## src/inc/tisc_map.svh

```systemverilog
`ifndef TISC_MAP_SVH
`define TISC_MAP_SVH

// register indexes; the byte address is four times the index
`define TISC_IDX_W          10
`define TISC_IDX_IRQ_CTRL   10'h1E3
`define TISC_IDX_MASK       10'h1E4
`define TISC_IDX_STATUS     10'h1E5
`define TISC_IDX_CLK_CTRL   10'h1E6
`define TISC_IDX_CNT0       10'h040
`define TISC_IDX_CNT1       10'h041
`define TISC_IDX_CNT2       10'h042
`define TISC_IDX_CMD        10'h043

// event status / mask layout
`define TISC_EVT_W          5
`define TISC_BIT_PARITY     4
`define TISC_BIT_SYSERR     3
`define TISC_STATUS_RST     5'h00
`define TISC_MASK_RST       5'h00

// interrupt control layout
`define TISC_BIT_GLOBAL_EN  4
`define TISC_IRQ_CTRL_RST   5'h00

// counter clocking control layout
`define TISC_BIT_GATE2      7
`define TISC_BIT_GATE1      6
`define TISC_BIT_GATE0      5
`define TISC_BIT_CHAIN      4
`define TISC_BIT_SRC1       3
`define TISC_BIT_SRC0       2
`define TISC_CLK_CTRL_RST   6'h00

// internal counter clock divider
`define TISC_INT_DIV        8

// pin synchroniser reset level: error lines idle high, clocks low
`define TISC_SYNC_RST       4'hC

`endif

```

## src/inc/tisc_pkg.sv

```systemverilog
package tisc_pkg;

    // counter operating modes of the command word
    typedef enum logic [2:0] {
        TISC_M_TERM,
        TISC_M_ONESHOT,
        TISC_M_RATE,
        TISC_M_SQUARE,
        TISC_M_SW_STROBE,
        TISC_M_HW_STROBE
    } tisc_mode_t;

    // byte access selection of the command word
    typedef enum logic [1:0] {
        TISC_RW_LATCH,
        TISC_RW_LSB,
        TISC_RW_MSB,
        TISC_RW_BOTH
    } tisc_rw_t;

    typedef logic [15:0] tisc_count_t;
    typedef logic [7:0]  tisc_byte_t;

endpackage : tisc_pkg

```

## src/rtl/tisc_top.sv

```systemverilog
// Register access over AHB-Lite is this design's own decision.
`timescale 1ns/1ps
`include "tisc_map.svh"
// How it works
// - status flags: parity error bit 4, system error bit 3, counters bits 2..0
// - writing one to a status flag clears it; zero leaves it
// - flags set and readable whatever the mask holds
// - counter flags set on output rising edge only, sticky until cleared
// - block watches both bus error lines and flags any assertion held for two or more cycles
// - control bits 7..5 set gate levels of counters 2..0
// - control bit 4 low chains counters 1 and 2, high separates
// - control bit 3 picks counter 1 clock: external or internal
// - control bit 2 picks counter 0 clock: external or internal
// - internal counter clock is the bus clock divided by eight
// - three 16-bit binary counters; decimal bit stored but ignored
// - chained: counter 1 low half, its output clocks counter 2
// - counter 2 counts internal clock unless chained
// - counters keep the standard interval timer programming model
// - interrupt raised only for flags whose mask bit is one
// - global enable bit 4 of interrupt control gates the output
module tisc_top
    import tisc_pkg::*;
#(
    parameter int DIV = `TISC_INT_DIV
) (
    // clock and reset
    input  wire logic        hclk,
    input  wire logic        hresetn,
    // ahb-lite slave
    input  wire logic        hsel,
    input  wire logic [11:0] haddr,
    input  wire logic [1:0]  htrans,
    input  wire logic        hwrite,
    input  wire logic [2:0]  hsize,
    input  wire logic [31:0] hwdata,
    input  wire logic        hready,
    output logic      [31:0] hrdata,
    output logic             hreadyout,
    output logic             hresp,
    // pins
    input  wire logic        ext_clock_in_0,
    input  wire logic        ext_clock_in_1,
    input  wire logic        parity_err_n,
    input  wire logic        system_err_n,
    // results
    output logic      [2:0]  counter_out,
    output logic             irq
);
    import tisc_pkg::*;

    // index match, used by every strobe below
    function automatic logic idx_hit(input logic [11:0] a, input logic [`TISC_IDX_W-1:0] idx);
        idx_hit = (a[11:2] == idx) && (a[1:0] == 2'b00);
    endfunction : idx_hit

    // ---------------- bus slave ----------------
    logic        ap_valid_ff;
    logic        ap_write_ff;
    logic [11:0] ap_addr_ff;
    logic [31:0] hrdata_ff;
    logic        hreadyout_ff;

    wire logic take   = hsel & htrans[1] & hready;
    wire logic wr_go  = ap_valid_ff & ap_write_ff;
    wire logic rd_go  = ap_valid_ff & ~ap_write_ff;
    wire logic [7:0] wbyte = hwdata[7:0];

    // every transfer gets one wait state, so a read always sees the write before it
    always_ff @(posedge hclk or negedge hresetn) begin
        if (!hresetn) begin
            ap_valid_ff  <= 1'b0;
            ap_write_ff  <= 1'b0;
            ap_addr_ff   <= 12'h000;
            hreadyout_ff <= 1'b1;
        end else begin
            ap_valid_ff  <= take;
            ap_write_ff  <= take & hwrite;
            ap_addr_ff   <= take ? haddr : ap_addr_ff;
            hreadyout_ff <= ~take;
        end
    end

    // register strobes of the data phase
    wire logic sel_irqc   = idx_hit(ap_addr_ff, `TISC_IDX_IRQ_CTRL);
    wire logic sel_mask   = idx_hit(ap_addr_ff, `TISC_IDX_MASK);
    wire logic sel_stat   = idx_hit(ap_addr_ff, `TISC_IDX_STATUS);
    wire logic sel_clkc   = idx_hit(ap_addr_ff, `TISC_IDX_CLK_CTRL);
    wire logic sel_cmd    = idx_hit(ap_addr_ff, `TISC_IDX_CMD);
    wire logic [2:0] sel_cnt = {idx_hit(ap_addr_ff, `TISC_IDX_CNT2),
                                idx_hit(ap_addr_ff, `TISC_IDX_CNT1),
                                idx_hit(ap_addr_ff, `TISC_IDX_CNT0)};

    // ---------------- software registers ----------------
    logic [`TISC_EVT_W-1:0] irq_ctrl_ff;
    logic [`TISC_EVT_W-1:0] mask_ff;
    logic [`TISC_EVT_W-1:0] status_ff;
    logic [5:0]             clk_ctrl_ff;   // holds control bits 7..2

    always_ff @(posedge hclk or negedge hresetn) begin
        if (!hresetn) begin
            irq_ctrl_ff <= `TISC_IRQ_CTRL_RST;
            mask_ff     <= `TISC_MASK_RST;
            clk_ctrl_ff <= `TISC_CLK_CTRL_RST;
        end else begin
            if (wr_go && sel_irqc)
                irq_ctrl_ff <= wbyte[4:0];
            if (wr_go && sel_mask)
                mask_ff <= wbyte[4:0];
            // reserved bits 1..0 are dropped, so a stray one is harmless
            // reserved bits ignored
            if (wr_go && sel_clkc)
                clk_ctrl_ff <= wbyte[7:2];
        end
    end

    // control fields
    // gate levels from control
    wire logic [2:0] gate_lvl = {clk_ctrl_ff[`TISC_BIT_GATE2-2],
                                 clk_ctrl_ff[`TISC_BIT_GATE1-2],
                                 clk_ctrl_ff[`TISC_BIT_GATE0-2]};
    wire logic chained   = ~clk_ctrl_ff[`TISC_BIT_CHAIN-2];
    wire logic src1_int  = clk_ctrl_ff[`TISC_BIT_SRC1-2];
    wire logic src0_int  = clk_ctrl_ff[`TISC_BIT_SRC0-2];

    // ---------------- pin synchronisers ----------------
    // bits: 0 ext clock 0, 1 ext clock 1, 2 parity error, 3 system error
    logic [3:0] sync1_ff;
    logic [3:0] sync2_ff;
    logic [3:0] sync3_ff;
    logic [3:0] filt_ff;
    logic [3:0] filt_prev_ff;

    // a level is accepted only once the second and third stages agree
    // three-stage pin sync
    always_ff @(posedge hclk or negedge hresetn) begin
        if (!hresetn) begin
            sync1_ff     <= `TISC_SYNC_RST;
            sync2_ff     <= `TISC_SYNC_RST;
            sync3_ff     <= `TISC_SYNC_RST;
            filt_ff      <= `TISC_SYNC_RST;
            filt_prev_ff <= `TISC_SYNC_RST;
        end else begin
            sync1_ff     <= {system_err_n, parity_err_n, ext_clock_in_1, ext_clock_in_0};
            sync2_ff     <= sync1_ff;
            sync3_ff     <= sync2_ff;
            filt_ff      <= (sync2_ff & sync3_ff) | (filt_ff & (sync2_ff | sync3_ff));
            filt_prev_ff <= filt_ff;
        end
    end

    wire logic [1:0] ext_rise = filt_ff[1:0] & ~filt_prev_ff[1:0];

    // ---------------- internal divided clock ----------------
    logic [$clog2(DIV)-1:0] div_ff;
    wire logic int_tick = (div_ff == $clog2(DIV)'(DIV - 1));

    always_ff @(posedge hclk or negedge hresetn) begin
        if (!hresetn)
            div_ff <= '0;
        else
            div_ff <= int_tick ? '0 : div_ff + 1'b1;
    end

    // ---------------- counter clocks ----------------
    logic [2:0] out_prev_ff;
    wire logic [2:0] cnt_out;
    wire logic [2:0] out_rise = cnt_out & ~out_prev_ff;
    wire logic [2:0] tick;

    assign tick[0] = src0_int ? int_tick : ext_rise[0];
    assign tick[1] = src1_int ? int_tick : ext_rise[1];
    // when chained, counter 1 output clocks counter 2
    assign tick[2] = chained ? out_rise[1] : int_tick;

    always_ff @(posedge hclk or negedge hresetn) begin
        if (!hresetn)
            out_prev_ff <= 3'h0;
        else
            out_prev_ff <= cnt_out;
    end

    // ---------------- the three counters ----------------
    wire tisc_byte_t rd_byte [3];
    wire logic [1:0] cmd_sel = wbyte[7:6];

    for (genvar i = 0; i < 3; i++) begin : g_cnt
        tisc_count_t cnt_ff;
        tisc_count_t reload_ff;
        tisc_count_t latch_ff;
        tisc_mode_t  mode_ff;
        tisc_rw_t    rw_ff;
        logic        bcd_ff;       // stored only, never read back or used to count
        logic        out_ff;
        logic        armed_ff;
        logic        load_pend_ff;
        logic        trig_ff;
        logic        gate_prev_ff;
        logic        latched_ff;
        logic        wr_hi_ff;
        logic        rd_hi_ff;

        wire logic cmd_wr   = wr_go & sel_cmd & (cmd_sel == 2'(i));
        wire logic data_wr  = wr_go & sel_cnt[i];
        wire logic data_rd  = rd_go & sel_cnt[i];
        wire logic hw_trig  = (mode_ff == TISC_M_ONESHOT) || (mode_ff == TISC_M_HW_STROBE);
        wire logic periodic = (mode_ff == TISC_M_RATE) || (mode_ff == TISC_M_SQUARE);
        wire logic run      = armed_ff & (gate_lvl[i] | hw_trig);
        wire logic last_wr  = (rw_ff != TISC_RW_BOTH) | wr_hi_ff;
        // codes 6 and 7 alias modes 2 and 3; modes 4 and 5 pass unchanged
        wire logic [2:0] cmd_mode = (wbyte[3:2] == 2'b11) ? {1'b0, wbyte[2:1]} : wbyte[3:1];
        wire tisc_count_t shown = latched_ff ? latch_ff : cnt_ff;
        wire logic read_hi  = (rw_ff == TISC_RW_MSB) | ((rw_ff == TISC_RW_BOTH) & rd_hi_ff);

        assign rd_byte[i] = read_hi ? shown[15:8] : shown[7:0];
        assign cnt_out[i] = out_ff;

        // bus side: command word, count load, latch and byte pointers
        always_ff @(posedge hclk or negedge hresetn) begin
            if (!hresetn) begin
                reload_ff  <= 16'h0000;
                latch_ff   <= 16'h0000;
                mode_ff    <= TISC_M_TERM;
                rw_ff      <= TISC_RW_LSB;
                bcd_ff     <= 1'b0;
                latched_ff <= 1'b0;
                wr_hi_ff   <= 1'b0;
                rd_hi_ff   <= 1'b0;
            end else if (cmd_wr && wbyte[5:4] == 2'h0) begin
                // a second latch before the first is read is ignored
                latched_ff <= 1'b1;
                latch_ff   <= latched_ff ? latch_ff : cnt_ff;
            end else if (cmd_wr) begin
                mode_ff    <= tisc_mode_t'(cmd_mode);
                rw_ff      <= tisc_rw_t'(wbyte[5:4]);
                bcd_ff     <= wbyte[0];
                latched_ff <= 1'b0;
                wr_hi_ff   <= 1'b0;
                rd_hi_ff   <= 1'b0;
            end else if (data_wr) begin
                if (rw_ff == TISC_RW_MSB || (rw_ff == TISC_RW_BOTH && wr_hi_ff))
                    reload_ff[15:8] <= wbyte;
                else
                    reload_ff[7:0] <= wbyte;
                if (rw_ff == TISC_RW_LSB)
                    reload_ff[15:8] <= 8'h00;
                if (rw_ff == TISC_RW_MSB)
                    reload_ff[7:0] <= 8'h00;
                wr_hi_ff <= (rw_ff == TISC_RW_BOTH) & ~wr_hi_ff;
            end else if (data_rd) begin
                rd_hi_ff <= (rw_ff == TISC_RW_BOTH) & ~rd_hi_ff;
                // the latch releases once every byte of it has been read
                if (rw_ff != TISC_RW_BOTH || rd_hi_ff)
                    latched_ff <= 1'b0;
            end
        end

        // counting side; a zero reload counts the full 65536 range, except in square mode where it toggles every tick
        always_ff @(posedge hclk or negedge hresetn) begin
            if (!hresetn) begin
                cnt_ff       <= 16'h0000;
                out_ff       <= 1'b0;
                armed_ff     <= 1'b0;
                load_pend_ff <= 1'b0;
                trig_ff      <= 1'b0;
                gate_prev_ff <= 1'b0;
            end else begin
                gate_prev_ff <= gate_lvl[i];
                if (gate_lvl[i] && !gate_prev_ff)
                    trig_ff <= 1'b1;
                if (cmd_wr && wbyte[5:4] != 2'h0) begin
                    out_ff       <= (cmd_mode != 3'(TISC_M_TERM));
                    armed_ff     <= 1'b0;
                    load_pend_ff <= 1'b0;
                    trig_ff      <= 1'b0;
                end else if (data_wr && last_wr) begin
                    load_pend_ff <= 1'b1;
                    if (mode_ff == TISC_M_TERM)
                        out_ff <= 1'b0;
                end else if (periodic && !gate_lvl[i]) begin
                    // periodic modes hold the output high while gated off
                    out_ff <= 1'b1;
                end else if (tick[i]) begin
                    if (hw_trig && trig_ff && (load_pend_ff || armed_ff)) begin
                        cnt_ff       <= reload_ff;
                        armed_ff     <= 1'b1;
                        load_pend_ff <= 1'b0;
                        trig_ff      <= 1'b0;
                        out_ff       <= (mode_ff != TISC_M_ONESHOT);
                    end else if (!hw_trig && load_pend_ff && (gate_lvl[i] || !periodic)) begin
                        cnt_ff       <= reload_ff;
                        armed_ff     <= 1'b1;
                        load_pend_ff <= 1'b0;
                    end else if (run) begin
                        case (mode_ff)
                            TISC_M_TERM, TISC_M_ONESHOT: begin
                                cnt_ff <= cnt_ff - 16'h0001;
                                if (cnt_ff == 16'h0001)
                                    out_ff <= 1'b1;
                            end
                            TISC_M_RATE: begin
                                out_ff <= (cnt_ff != 16'h0002);
                                cnt_ff <= (cnt_ff == 16'h0001) ? reload_ff : cnt_ff - 16'h0001;
                            end
                            TISC_M_SQUARE: begin
                                if (cnt_ff[15:1] == 15'h0001 || cnt_ff[15:1] == 15'h0000) begin
                                    cnt_ff <= reload_ff;
                                    out_ff <= ~out_ff;
                                end else begin
                                    cnt_ff <= cnt_ff - 16'h0002;
                                end
                            end
                            TISC_M_SW_STROBE, TISC_M_HW_STROBE: begin
                                // one strobe, then the counter stops until reloaded
                                cnt_ff <= cnt_ff - 16'h0001;
                                out_ff <= (cnt_ff != 16'h0001);
                                if (cnt_ff == 16'h0001)
                                    armed_ff <= 1'b0;
                            end
                            default: begin
                                cnt_ff <= cnt_ff;
                            end
                        endcase
                    end else if (!out_ff && !periodic && mode_ff != TISC_M_TERM && !armed_ff) begin
                        // end of a strobe: return high one tick later
                        out_ff <= (mode_ff != TISC_M_ONESHOT);
                    end
                end
            end
        end
    end

    // ---------------- event status ----------------
    // error lines watched here
    wire logic [`TISC_EVT_W-1:0] evt_set = {~filt_ff[2], ~filt_ff[3], out_rise};
    wire logic [`TISC_EVT_W-1:0] evt_clr = (wr_go && sel_stat) ? wbyte[4:0] : 5'h00;

    // a new event in the clearing cycle survives because the set is applied last
    // sticky flags, set wins
    always_ff @(posedge hclk or negedge hresetn) begin
        if (!hresetn)
            status_ff <= `TISC_STATUS_RST;
        else
            status_ff <= (status_ff & ~evt_clr) | evt_set;
    end

    // ---------------- interrupt ----------------
    // low nibble of interrupt control must stay zero for the request to pass
    // masked flags only
    wire logic nxt_irq = irq_ctrl_ff[`TISC_BIT_GLOBAL_EN] & (irq_ctrl_ff[3:0] == 4'h0)
                         & (|(status_ff & mask_ff));

    logic irq_ff;
    always_ff @(posedge hclk or negedge hresetn) begin
        if (!hresetn)
            irq_ff <= 1'b0;
        else
            irq_ff <= nxt_irq;
    end

    // ---------------- read data ----------------
    // unmapped words read as zero and writes to them are dropped
    wire logic [7:0] rd_mux =
        sel_irqc   ? {3'h0, irq_ctrl_ff} :
        sel_mask   ? {3'h0, mask_ff} :
        sel_stat   ? {3'h0, status_ff} :
        sel_clkc   ? {clk_ctrl_ff, 2'h0} :
        sel_cnt[0] ? rd_byte[0] :
        sel_cnt[1] ? rd_byte[1] :
        sel_cnt[2] ? rd_byte[2] : 8'h00;

    always_ff @(posedge hclk or negedge hresetn) begin
        if (!hresetn)
            hrdata_ff <= 32'h00000000;
        else if (rd_go)
            hrdata_ff <= {24'h000000, rd_mux};
    end

    // outputs
    assign hrdata      = hrdata_ff;
    assign hreadyout   = hreadyout_ff;
    assign hresp       = 1'b0;   // always OKAY
    assign counter_out = out_prev_ff;
    assign irq         = irq_ff;

endmodule : tisc_top

```

## config.mk

```make
export PLATFORM = sky130hd
export DESIGN_NAME = tisc_top
export DESIGN_NICKNAME = d
export VERILOG_FILES = /design/src/inc/tisc_pkg.sv /design/src/rtl/tisc_top.sv
export VERILOG_INCLUDE_DIRS = /design/src /design/src/inc
export SDC_FILE = /design/constraint.sdc
export NUM_CORES = 1
export LEC_CHECK = 0
export BUFFER_PORTS_ARGS = -buffer_cell sky130_fd_sc_hd__buf_2
export CAP_MARGIN = 25
export CORE_UTILIZATION = 43
export CTS_BUF_LIST = sky130_fd_sc_hd__clkbuf_2 sky130_fd_sc_hd__clkbuf_4 sky130_fd_sc_hd__clkbuf_8
export CTS_CLUSTER_DIAMETER = 150
export DETAILED_ROUTE_END_ITERATION = 7
export RECOVER_POWER = 25
export SLEW_MARGIN = 20
export SYNTH_ARGS = -nofsm -noshare
export SYNTH_HDL_FRONTEND = slang
export SYNTH_SLANG_ARGS = --single-unit
```

## constraint.sdc

```tcl
create_clock -name hclk -period 3.2 [get_ports hclk]
set_input_delay 0 -clock hclk [delete_from_list [all_inputs] [get_ports hclk]]
set_output_delay 0 -clock hclk [all_outputs]
set_load 0.1 [all_outputs]
```

==> tab_implementation.tex, run 1 <==
\begin{tabular}{lr}
\hline
Metric & Value \\
\hline
\multicolumn{2}{l}{\textbf{STA}} \\
\quad Max frequency & 347 MHz \\
\quad Minimum setup slack in the final design & 0.316 ns \\
\quad Maximum clock skew at final layout & 0.0166 ns \\
\quad Ratio of final minimum period to clock period & 0.901 \\
\quad RSZ-0062 raised after global routing & false \\
\quad Final number of max-transition violations & 102 \\
\quad Transition time of the tightest slew-check pin & 2.73 ns \\
\quad Setup violations, final & 0 \\
\quad Slew margin rel. & -0.823 \\
\quad Min Tclk post-route & 2.88 ns \\
\quad Total Negative Setup Slacks & 0 ns \\
\quad Final Hold Violating Endpoints & 0 \\
\multicolumn{2}{l}{\textbf{Clocking}} \\
\quad Clock slew at reported path FFs & 0.06 ns \\
\quad Number of clock buffers inserted by TritonCTS & 44 \\
\quad H-tree levels & 2 \\
\quad Sinks on Clock Net & 252 \\
\quad CTS max path bufs & 3 \\
\quad CTS Root Cell & clkbuf\_8 \\
\quad CTS tree & yes \\
\quad Clock latency at the later pin of the worst-skew pair & 0.57 ns \\
\multicolumn{2}{l}{\textbf{Drt}} \\
\quad Detail-routed via count per cell & 6.08 \\
\quad Remaining DRCs & 0 \\
\quad Vias post-DR & 12100 \\
\quad Total routed wirelength & 42600 um \\
\quad Detailed-routing iteration count for the pre-antenna-repair pass & 5 \\
\quad Routed WL per cell & 21.4 um \\
\quad Remaining antenna violation count after routing & 0 \\
\quad Violation count after the first detailed-routing iteration & 1052 \\
\multicolumn{2}{l}{\textbf{Hold path}} \\
\quad Hold path start & ext\_clock\_in\_1 \\
\quad Path class of the lowest-slack min-delay path & input pin to register \\
\multicolumn{2}{l}{\textbf{Synth}} \\
\quad Count of flip-flops with a built-in enable after synthesis & 0 \\
\quad Netlist area before placement & 0.0142 mm2 \\
\quad Fraction of registers with async set/reset & 1.00 \\
\quad Cell accounting for the most synthesized area & dfrtp\_1 \\
\quad Syn. warnings & 0 \\
\quad Netlist cell types & 88 \\
\quad Most common library cells after synthesis & 240 x dfrtp\_1, 154 x nand2\_1, 86 x o21ai\_0 \\
\quad Area share of the largest cell type after synthesis & 0.422 \\
\quad Flop and latch count out of synthesis & 252 \\
\quad Sequential area share after synthesis & 0.444 \\
\quad Library cell with the highest instance count after synthesis & dfrtp\_1 \\
\quad Cell types occupying the most area after synthesis & dfrtp\_1 42\%, mux2\_2 6.0\%, nand2\_1 4.1\%, mux4\_2 3.8\%, o21ai\_0 3.0\% \\
\quad Number of standard cells after synthesis & 1400 \\
\quad Synthesized area per cell & 10.2 um2 \\
\quad Post-synth top flop & dfrtp\_1 \\
\multicolumn{2}{l}{\textbf{Setup path}} \\
\quad CP Data Required Time & 3.64 ns \\
\quad Cell with the biggest individual delay on the critical path & o32ai\_1 \\
\quad CP max stage delay & 0.69 ns \\
\quad Crit-path cells & inv\_1 > ha\_1 > o21bai\_1 > nor4\_1 > a21o\_1 > o32ai\_1 > a2111oi\_0 > a221oi\_1 \\
\quad Source of the critical timing path & g\_cnt[2].cnt\_ff[2]\$\_DFFE\_PN0P\_ \\
\quad Worst flop-to-flop path startpoint & g\_cnt[2].cnt\_ff[2]\$\_DFFE\_PN0P\_ \\
\quad Critical setup path kind & register to register \\
\quad Largest fanout of any net on the critical path & 9 \\
\quad Startpoint class of the critical path & register \\
\quad Arrival time worst endpoint & 3.32 ns \\
\quad Critical path capture point type & register \\
\quad Critical path buffers and inverters & 1 \\
\quad Family of cells with the greatest summed delay on the critical path & compound AO/OA/AOI/OAI gates \\
\multicolumn{2}{l}{\textbf{Power and ir drop}} \\
\quad Pwr Density & 482 mW/mm2 \\
\quad Worst IR drop on VDD & 0.340 mV \\
\quad Standby leakage power & 0.00715 uW \\
\quad Power after layout & 7910 uW \\
\multicolumn{2}{l}{\textbf{Global routing}} \\
\quad First-pass GRT wire length & 67400 um \\
\quad Global-route usage over all layers & 0.259 \\
\quad Maximum number of pins on one net before global-route repair & 105 \\
\quad Total grt overflow & 0 \\
\quad Number of antenna violations at the first check in global routing & 0 \\
\quad Via count of the first global-routing pass & 11600 \\
\multicolumn{2}{l}{\textbf{Die}} \\
\quad Starting utilization of the core area & 0.438 \\
\quad I/O pin count & 96 \\
\quad \# rows & 66 \\
\quad Total Die Area & 0.0338 mm2 \\
\quad Total core area & 0.0325 mm2 \\
\quad Die Y-Extent & 184 um \\
\quad Die Wd & 184 um \\
\multicolumn{2}{l}{\textbf{Layout}} \\
\quad Area taken by multi-input logic gates & 0.00732 mm2 \\
\quad Nets@finish & 1611 \\
\quad Fraction of final layout cells sized beyond drive strength 1 & 0.223 \\
\quad Layout overhead on the synthesized area & 15.2\% \\
\quad Final standard cell count with taps included and fillers excluded & 1992 \\
\quad Area occupied by registers & 0.00632 mm2 \\
\quad Fill cells & 3032 \\
\quad Antenna diode count & 0 \\
\multicolumn{2}{l}{\textbf{Outcome}} \\
\quad Result of the run & finished, violations left \\
\quad Violations in the final reports & max-capacitance violations, max-slew violations \\
\multicolumn{2}{l}{\textbf{Place}} \\
\quad Worst slack after detailed placement & 0.403 ns \\
\quad Total instance count after detailed placement & 1890 \\
\quad Routability congestion estimate from global placement & 0.931 \\
\quad I/O Buffers & 42 \\
\quad Post-DP HPWL & 30100 um \\
\multicolumn{2}{l}{\textbf{Job}} \\
\quad Max-cap viol count & 1 \\
\hline
\end{tabular}
==> cells in the final DEF (no fill, tap or decap), drive strengths merged, types with 9 or more instances in the layout <==
| master | instances |
|---|---|
| a211oi | 22 |
| a21o | 10 |
| a21oi | 53 |
| a221oi | 15 |
| a22o | 10 |
| a22oi | 28 |
| a31oi | 12 |
| a32o | 25 |
| and2 | 11 |
| and3 | 10 |
| buf | 121 |
| clkbuf | 71 |
| conb | 25 |
| dfrtp | 240 |
| dfstp | 12 |
| dlygate4sd3 | 27 |
| ha | 32 |
| inv | 47 |
| mux2 | 76 |
| mux2i | 12 |
| mux4 | 24 |
| nand2 | 154 |
| nand2b | 15 |
| nand3 | 33 |
| nand4 | 20 |
| nor2 | 59 |
| nor2b | 11 |
| nor3 | 44 |
| nor4 | 26 |
| o211ai | 28 |
| o21ai | 99 |
| o22ai | 16 |
| o2bb2ai | 9 |
| o31ai | 9 |
| or3 | 14 |
| or4 | 9 |
==> repair_timing <==
action                                 CTS  global route
endpoints found under the hold margin  168             0
buffers inserted                         0             0
hold buffers                            27             0
gates resized for setup                  0             0
==> cell families after synthesis <==
group                    synth area share
XOR/XNOR                          0.00123
multiplexers                        0.107
buffers and inverters              0.0481
adder cells (fa/ha/maj)            0.0309
other                            0.000263
flip-flops                          0.444
AND/OR/NAND/NOR                     0.162
AO/OA/AOI/OAI                       0.206
==> state kept, by name, indices dropped and copies added, names as in the netlist, 5 cells and up <==
register         count
g_cnt.reload_ff     48
ap_addr_ff          12
g_cnt.latch_ff      48
irq_ctrl_ff          5
g_cnt.cnt_ff        48
g_cnt.rw_ff          6
status_ff            5
hrdata               8
clk_ctrl_ff          6
mask_ff              5
g_cnt.mode_ff        9
==> per-layer routing <==
layer	GRT usage	vias to the layer above	part of all wire
met4	0.113	0	0.040
met2	0.393	474	0.45
met1	0.363	5969	0.45
met3	0.0442	120	0.065
li1	-	5547	-
met5	0	-	0
==> final cells by class <==
cell class	instances	share of cell area
tap	442	0.0337
inverter	47	0.0108
timing repair buffer	149	0.0690
sequential	252	0.385
multi-input combinational	1027	0.446
clock buffer	70	0.0534
clock inverter	5	0.00153
==> where the power goes <==
group | internal (uW) | total, uW | switching (uW)
clock network | 1720 | 3040 | 1320
registers | 3330 | 3560 | 224
logic | 477 | 1300 | 827
==> path summary, 6_finish.rpt <==
check                      slack (ns)                         endpoint  cells after the start
max reg2reg                      0.32  g_cnt[2].cnt_ff[10]$_DFFE_PN0P_                      8
min in group asynchronous        0.77   g_cnt[0].cnt_ff[2]$_DFFE_PN0P_                      2
max in group asynchronous        0.76       irq_ctrl_ff[1]$_DFFE_PN0P_                      2
max                              0.32  g_cnt[2].cnt_ff[10]$_DFFE_PN0P_                      8
min reg2reg                      0.36            sync2_ff[2]$_DFF_PN1_                      0
min                              0.08            sync1_ff[1]$_DFF_PN0_                      2
==> stage by stage <==
step           hold slack, ns  utilization  area, um2
6_report               0.0838        0.504      16400
2_1_floorplan          -0.296            -      14300
5_1_grt                0.0698        0.504      16400
3_5_place_dp            0.110        0.468      15200
3_3_place_gp            0.107        0.468      15200
4_1_cts                0.0589        0.504      16400
(Power assumes the default switching activity.)
==> run 2: changes to the inputs <==
--- a/config.mk
+++ b/config.mk
@@ -8,10 +8,15 @@
 export LEC_CHECK = 0
 export BUFFER_PORTS_ARGS = -buffer_cell sky130_fd_sc_hd__buf_2
 export CAP_MARGIN = 25
-export CORE_UTILIZATION = 43
+export CELL_PAD_IN_SITES_DETAIL_PLACEMENT = 2
+export CELL_PAD_IN_SITES_GLOBAL_PLACEMENT = 2
+export CORE_UTILIZATION = 41
 export CTS_BUF_LIST = sky130_fd_sc_hd__clkbuf_2 sky130_fd_sc_hd__clkbuf_4 sky130_fd_sc_hd__clkbuf_8
 export CTS_CLUSTER_DIAMETER = 150
+export CTS_CLUSTER_SIZE = 25
 export DETAILED_ROUTE_END_ITERATION = 7
+export GPL_TIMING_DRIVEN = 0
+export PLACE_DENSITY_LB_ADDON = 0.1
 export RECOVER_POWER = 25
 export SLEW_MARGIN = 20
 export SYNTH_ARGS = -nofsm -noshare
==> tab_implementation.tex, run 2 (same netlist as run 1, synthesis figures left out) <==
\begin{tabular}{lr}
\hline
Metric & Value \\
\hline
\multicolumn{2}{l}{\textbf{Outcome}} \\
\quad Result of the run & finished, violations left (unchanged) \\
\quad Violations in the final reports & max-capacitance violations, max-slew violations (unchanged) \\
\multicolumn{2}{l}{\textbf{Drt}} \\
\quad Vias post-DR & 12500 (was 12100) \\
\quad Detailed-routing iteration count for the pre-antenna-repair pass & 5 (unchanged) \\
\quad Detail-routed via count per cell & 6.32 (was 6.08) \\
\quad Remaining DRCs & 0 (unchanged) \\
\quad Remaining antenna violation count after routing & 0 (unchanged) \\
\quad Routed WL per cell & 26.6 um (was 21.4 um) \\
\quad Total routed wirelength & 52500 um (was 42600 um) \\
\quad Violation count after the first detailed-routing iteration & 856 (was 1052) \\
\multicolumn{2}{l}{\textbf{Clocking}} \\
\quad CTS max path bufs & 3 (unchanged) \\
\quad Sinks on Clock Net & 252 (unchanged) \\
\quad Clock slew at reported path FFs & 0.18 ns (was 0.06 ns) \\
\quad H-tree levels & 1 (was 2) \\
\quad CTS Root Cell & clkbuf\_8 (unchanged) \\
\quad Number of clock buffers inserted by TritonCTS & 14 (was 44) \\
\quad CTS tree & yes (unchanged) \\
\quad Clock latency at the later pin of the worst-skew pair & 0.57 ns (about the same) \\
\multicolumn{2}{l}{\textbf{Layout}} \\
\quad Most used cells in the layout excluding fill and tap cells & 240 x dfrtp\_1, 153 x nand2\_1, 86 x o21ai\_0 (was 240 x dfrtp\_1, 154 x nand2\_1, 86 x o21ai\_0) \\
\quad Final core area utilization & 0.469 (was 0.504) \\
\quad Layout overhead on the synthesized area & 11.5\% (was 15.2\%) \\
\quad Antenna diode count & 0 (unchanged) \\
\quad Nets@finish & 1612 (was 1611) \\
\quad Area occupied by registers & 0.00632 mm2 (unchanged) \\
\quad Top Registers & g\_cnt.cnt\_ff: 48 flops, g\_cnt.latch\_ff: 48 flops, g\_cnt.reload\_ff: 48 flops (unchanged) \\
\quad Most common cell after layout, fill and taps aside & dfrtp\_1 (unchanged) \\
\quad Fraction of final layout cells sized beyond drive strength 1 & 0.179 (was 0.223) \\
\quad Fill cells & 3589 (was 3032) \\
\quad Area taken by multi-input logic gates & 0.00739 mm2 (was 0.00732 mm2) \\
\multicolumn{2}{l}{\textbf{Power and ir drop}} \\
\quad Part of the total power dissipated in combinational logic & 0.207 (was 0.165) \\
\quad Proportion of power drawn by flip-flops and latches & 0.542 (was 0.450) \\
\quad Net switching power & 2270 uW (was 2370 uW) \\
\quad Pwr Density & 417 mW/mm2 (was 482 mW/mm2) \\
\quad Clock Power Share & 0.251 (was 0.385) \\
\quad Worst IR drop on VDD & 0.470 mV (was 0.340 mV) \\
\quad Power after layout & 6620 uW (was 7910 uW) \\
\quad Internal Power & 4340 uW (was 5530 uW) \\
\quad Proportion of total power due to net switching & 0.344 (was 0.300) \\
\quad Standby leakage power & 0.00678 uW (was 0.00715 uW) \\
\multicolumn{2}{l}{\textbf{STA}} \\
\quad Minimum setup slack in the final design & 0.149 ns (was 0.316 ns) \\
\quad Maximum clock skew at final layout & 0.0600 ns (was 0.0166 ns) \\
\quad Final Hold Violating Endpoints & 0 (unchanged) \\
\quad Min Tclk post-route & 3.05 ns (was 2.88 ns) \\
\quad Ratio of final minimum period to clock period & 0.953 (was 0.901) \\
\quad Final number of max-transition violations & 74 (was 102) \\
\quad Setup violations, final & 0 (unchanged) \\
\quad Slew margin rel. & -0.343 (was -0.823) \\
\quad Max frequency & 328 MHz (was 347 MHz) \\
\quad Transition time of the tightest slew-check pin & 2.02 ns (was 2.73 ns) \\
\multicolumn{2}{l}{\textbf{Global routing}} \\
\quad Number of antenna violations at the first check in global routing & 0 (unchanged) \\
\quad First-pass GRT wire length & 82900 um (was 67400 um) \\
\quad Maximum number of pins on one net before global-route repair & 92 (was 105) \\
\quad Total grt overflow & 0 (unchanged) \\
\quad Global-route usage over all layers & 0.300 (was 0.259) \\
\quad Via count of the first global-routing pass & 13700 (was 11600) \\
\multicolumn{2}{l}{\textbf{Setup path}} \\
\quad Arrival time worst endpoint & 3.53 ns (was 3.32 ns) \\
\quad Minimum setup slack among reg-to-reg paths & 0.15 ns (was 0.32 ns) \\
\quad Startpoint class of the critical path & register (unchanged) \\
\quad Largest fanout of any net on the critical path & 10 (was 9) \\
\quad Critical path capture point type & register (unchanged) \\
\quad Critical setup path kind & register to register (unchanged) \\
\quad CP Data Required Time & 3.68 ns (was 3.64 ns) \\
\multicolumn{2}{l}{\textbf{Place}} \\
\quad Routability congestion estimate from global placement & 0.865 (was 0.931) \\
\quad Worst slack after detailed placement & -0.0519 ns (was 0.403 ns) \\
\quad Post-DP HPWL & 38300 um (was 30100 um) \\
\quad I/O Buffers & 41 (was 42) \\
\multicolumn{2}{l}{\textbf{Die}} \\
\quad I/O pin count & 96 (unchanged) \\
\quad Total Die Area & 0.0355 mm2 (was 0.0338 mm2) \\
\quad Starting utilization of the core area & 0.420 (was 0.438) \\
\quad Total core area & 0.0339 mm2 (was 0.0325 mm2) \\
\quad Die Y-Extent & 188 um (was 184 um) \\
\quad Die Wd & 188 um (was 184 um) \\
\quad \# rows & 67 (was 66) \\
\multicolumn{2}{l}{\textbf{Job}} \\
\quad Max-cap viol count & 1 (unchanged) \\
\multicolumn{2}{l}{\textbf{Hold path}} \\
\quad Path class of the lowest-slack min-delay path & input pin to register (unchanged) \\
\hline
\end{tabular}
-- run 2: critical path, stage by stage (launching register included) --
cell	delay, ns
dfrtp_1	0.66
inv_1	0.24
ha_1	0.29
o21bai_1	0.17
nor4_1	0.10
a21o_1	0.22
buf_2	0.20
a21oi_2	0.55
a2111oi_0	0.23
a221oi_1	0.31
-- run 2: layout make-up --
type,instances,area share
clock inverter,1,0.00189
multi-input combinational,1027,0.466
timing repair buffer,84,0.0393
sequential,252,0.398
tap,448,0.0353
inverter,47,0.0111
buffer,96,0.0318
clock buffer,22,0.0163
-- run 2: metal layers --
metal	vias up	share of wire	GRT usage	wire length (um)
li1	5531	-	-	-
met1	6613	0.45	0.411	23500
met2	279	0.49	0.512	26000
met3	73	0.036	0.0240	1870
met4	0	0.023	0.0779	1230
met5	-	0	0	0
-- run 2: power groups by stage --
stage	combinational, uW	clock, uW	sequential (uW)
6_report	1370	1660	3580
5_1_grt	1500	1770	3600
4_1_cts	1350	1700	3570
3_5_place_dp	1300	0	3630
3_3_place_gp	1250	0	3610
2_1_floorplan	877	0	3550
-- run 2: stage by stage --
| stage | instance area (um2) | setup TNS, ns | hold slack, ns | cells |
|---|---|---|---|---|
| finish | 15900 | 0 | 0.0864 | 1977 |
| global placement | 15100 | -645.07 | 0.105 | 1913 |
| floorplan | 14300 | 0 | -0.296 | 1424 |
| detailed placement | 15200 | -0.112 | 0.0265 | 1917 |
| global route | 15900 | -0.000589 | 0.0663 | 1977 |
| CTS | 15800 | 0 | 0.0441 | 1972 |
-- run 2: worst paths after layout --
path	startpoint	end	cells after the start
setup / recovery	g_cnt[2].cnt_ff[1]$_DFFE_PN0P_	g_cnt[2].cnt_ff[10]$_DFFE_PN0P_	9
hold / removal	ext_clock_in_0	sync1_ff[0]$_DFF_PN0_	2
setup reg to reg	g_cnt[2].cnt_ff[1]$_DFFE_PN0P_	g_cnt[2].cnt_ff[10]$_DFFE_PN0P_	9
hold reg to reg	sync2_ff[3]$_DFF_PN1_	sync3_ff[3]$_DFF_PN1_	0
max in group asynchronous	hresetn	hrdata[1]$_DFFE_PN0P_	5
min in group asynchronous	hresetn	g_cnt[2].cnt_ff[2]$_DFFE_PN0P_	3
-- run 2: what timing repair did --
action	4_1_cts	5_1_grt
buffers inserted	2	3
hold buffers	30	0
resized for setup	1	17
pin swaps	1	2
endpoints found under the hold margin	188	0
setup endpoints to repair	7	60
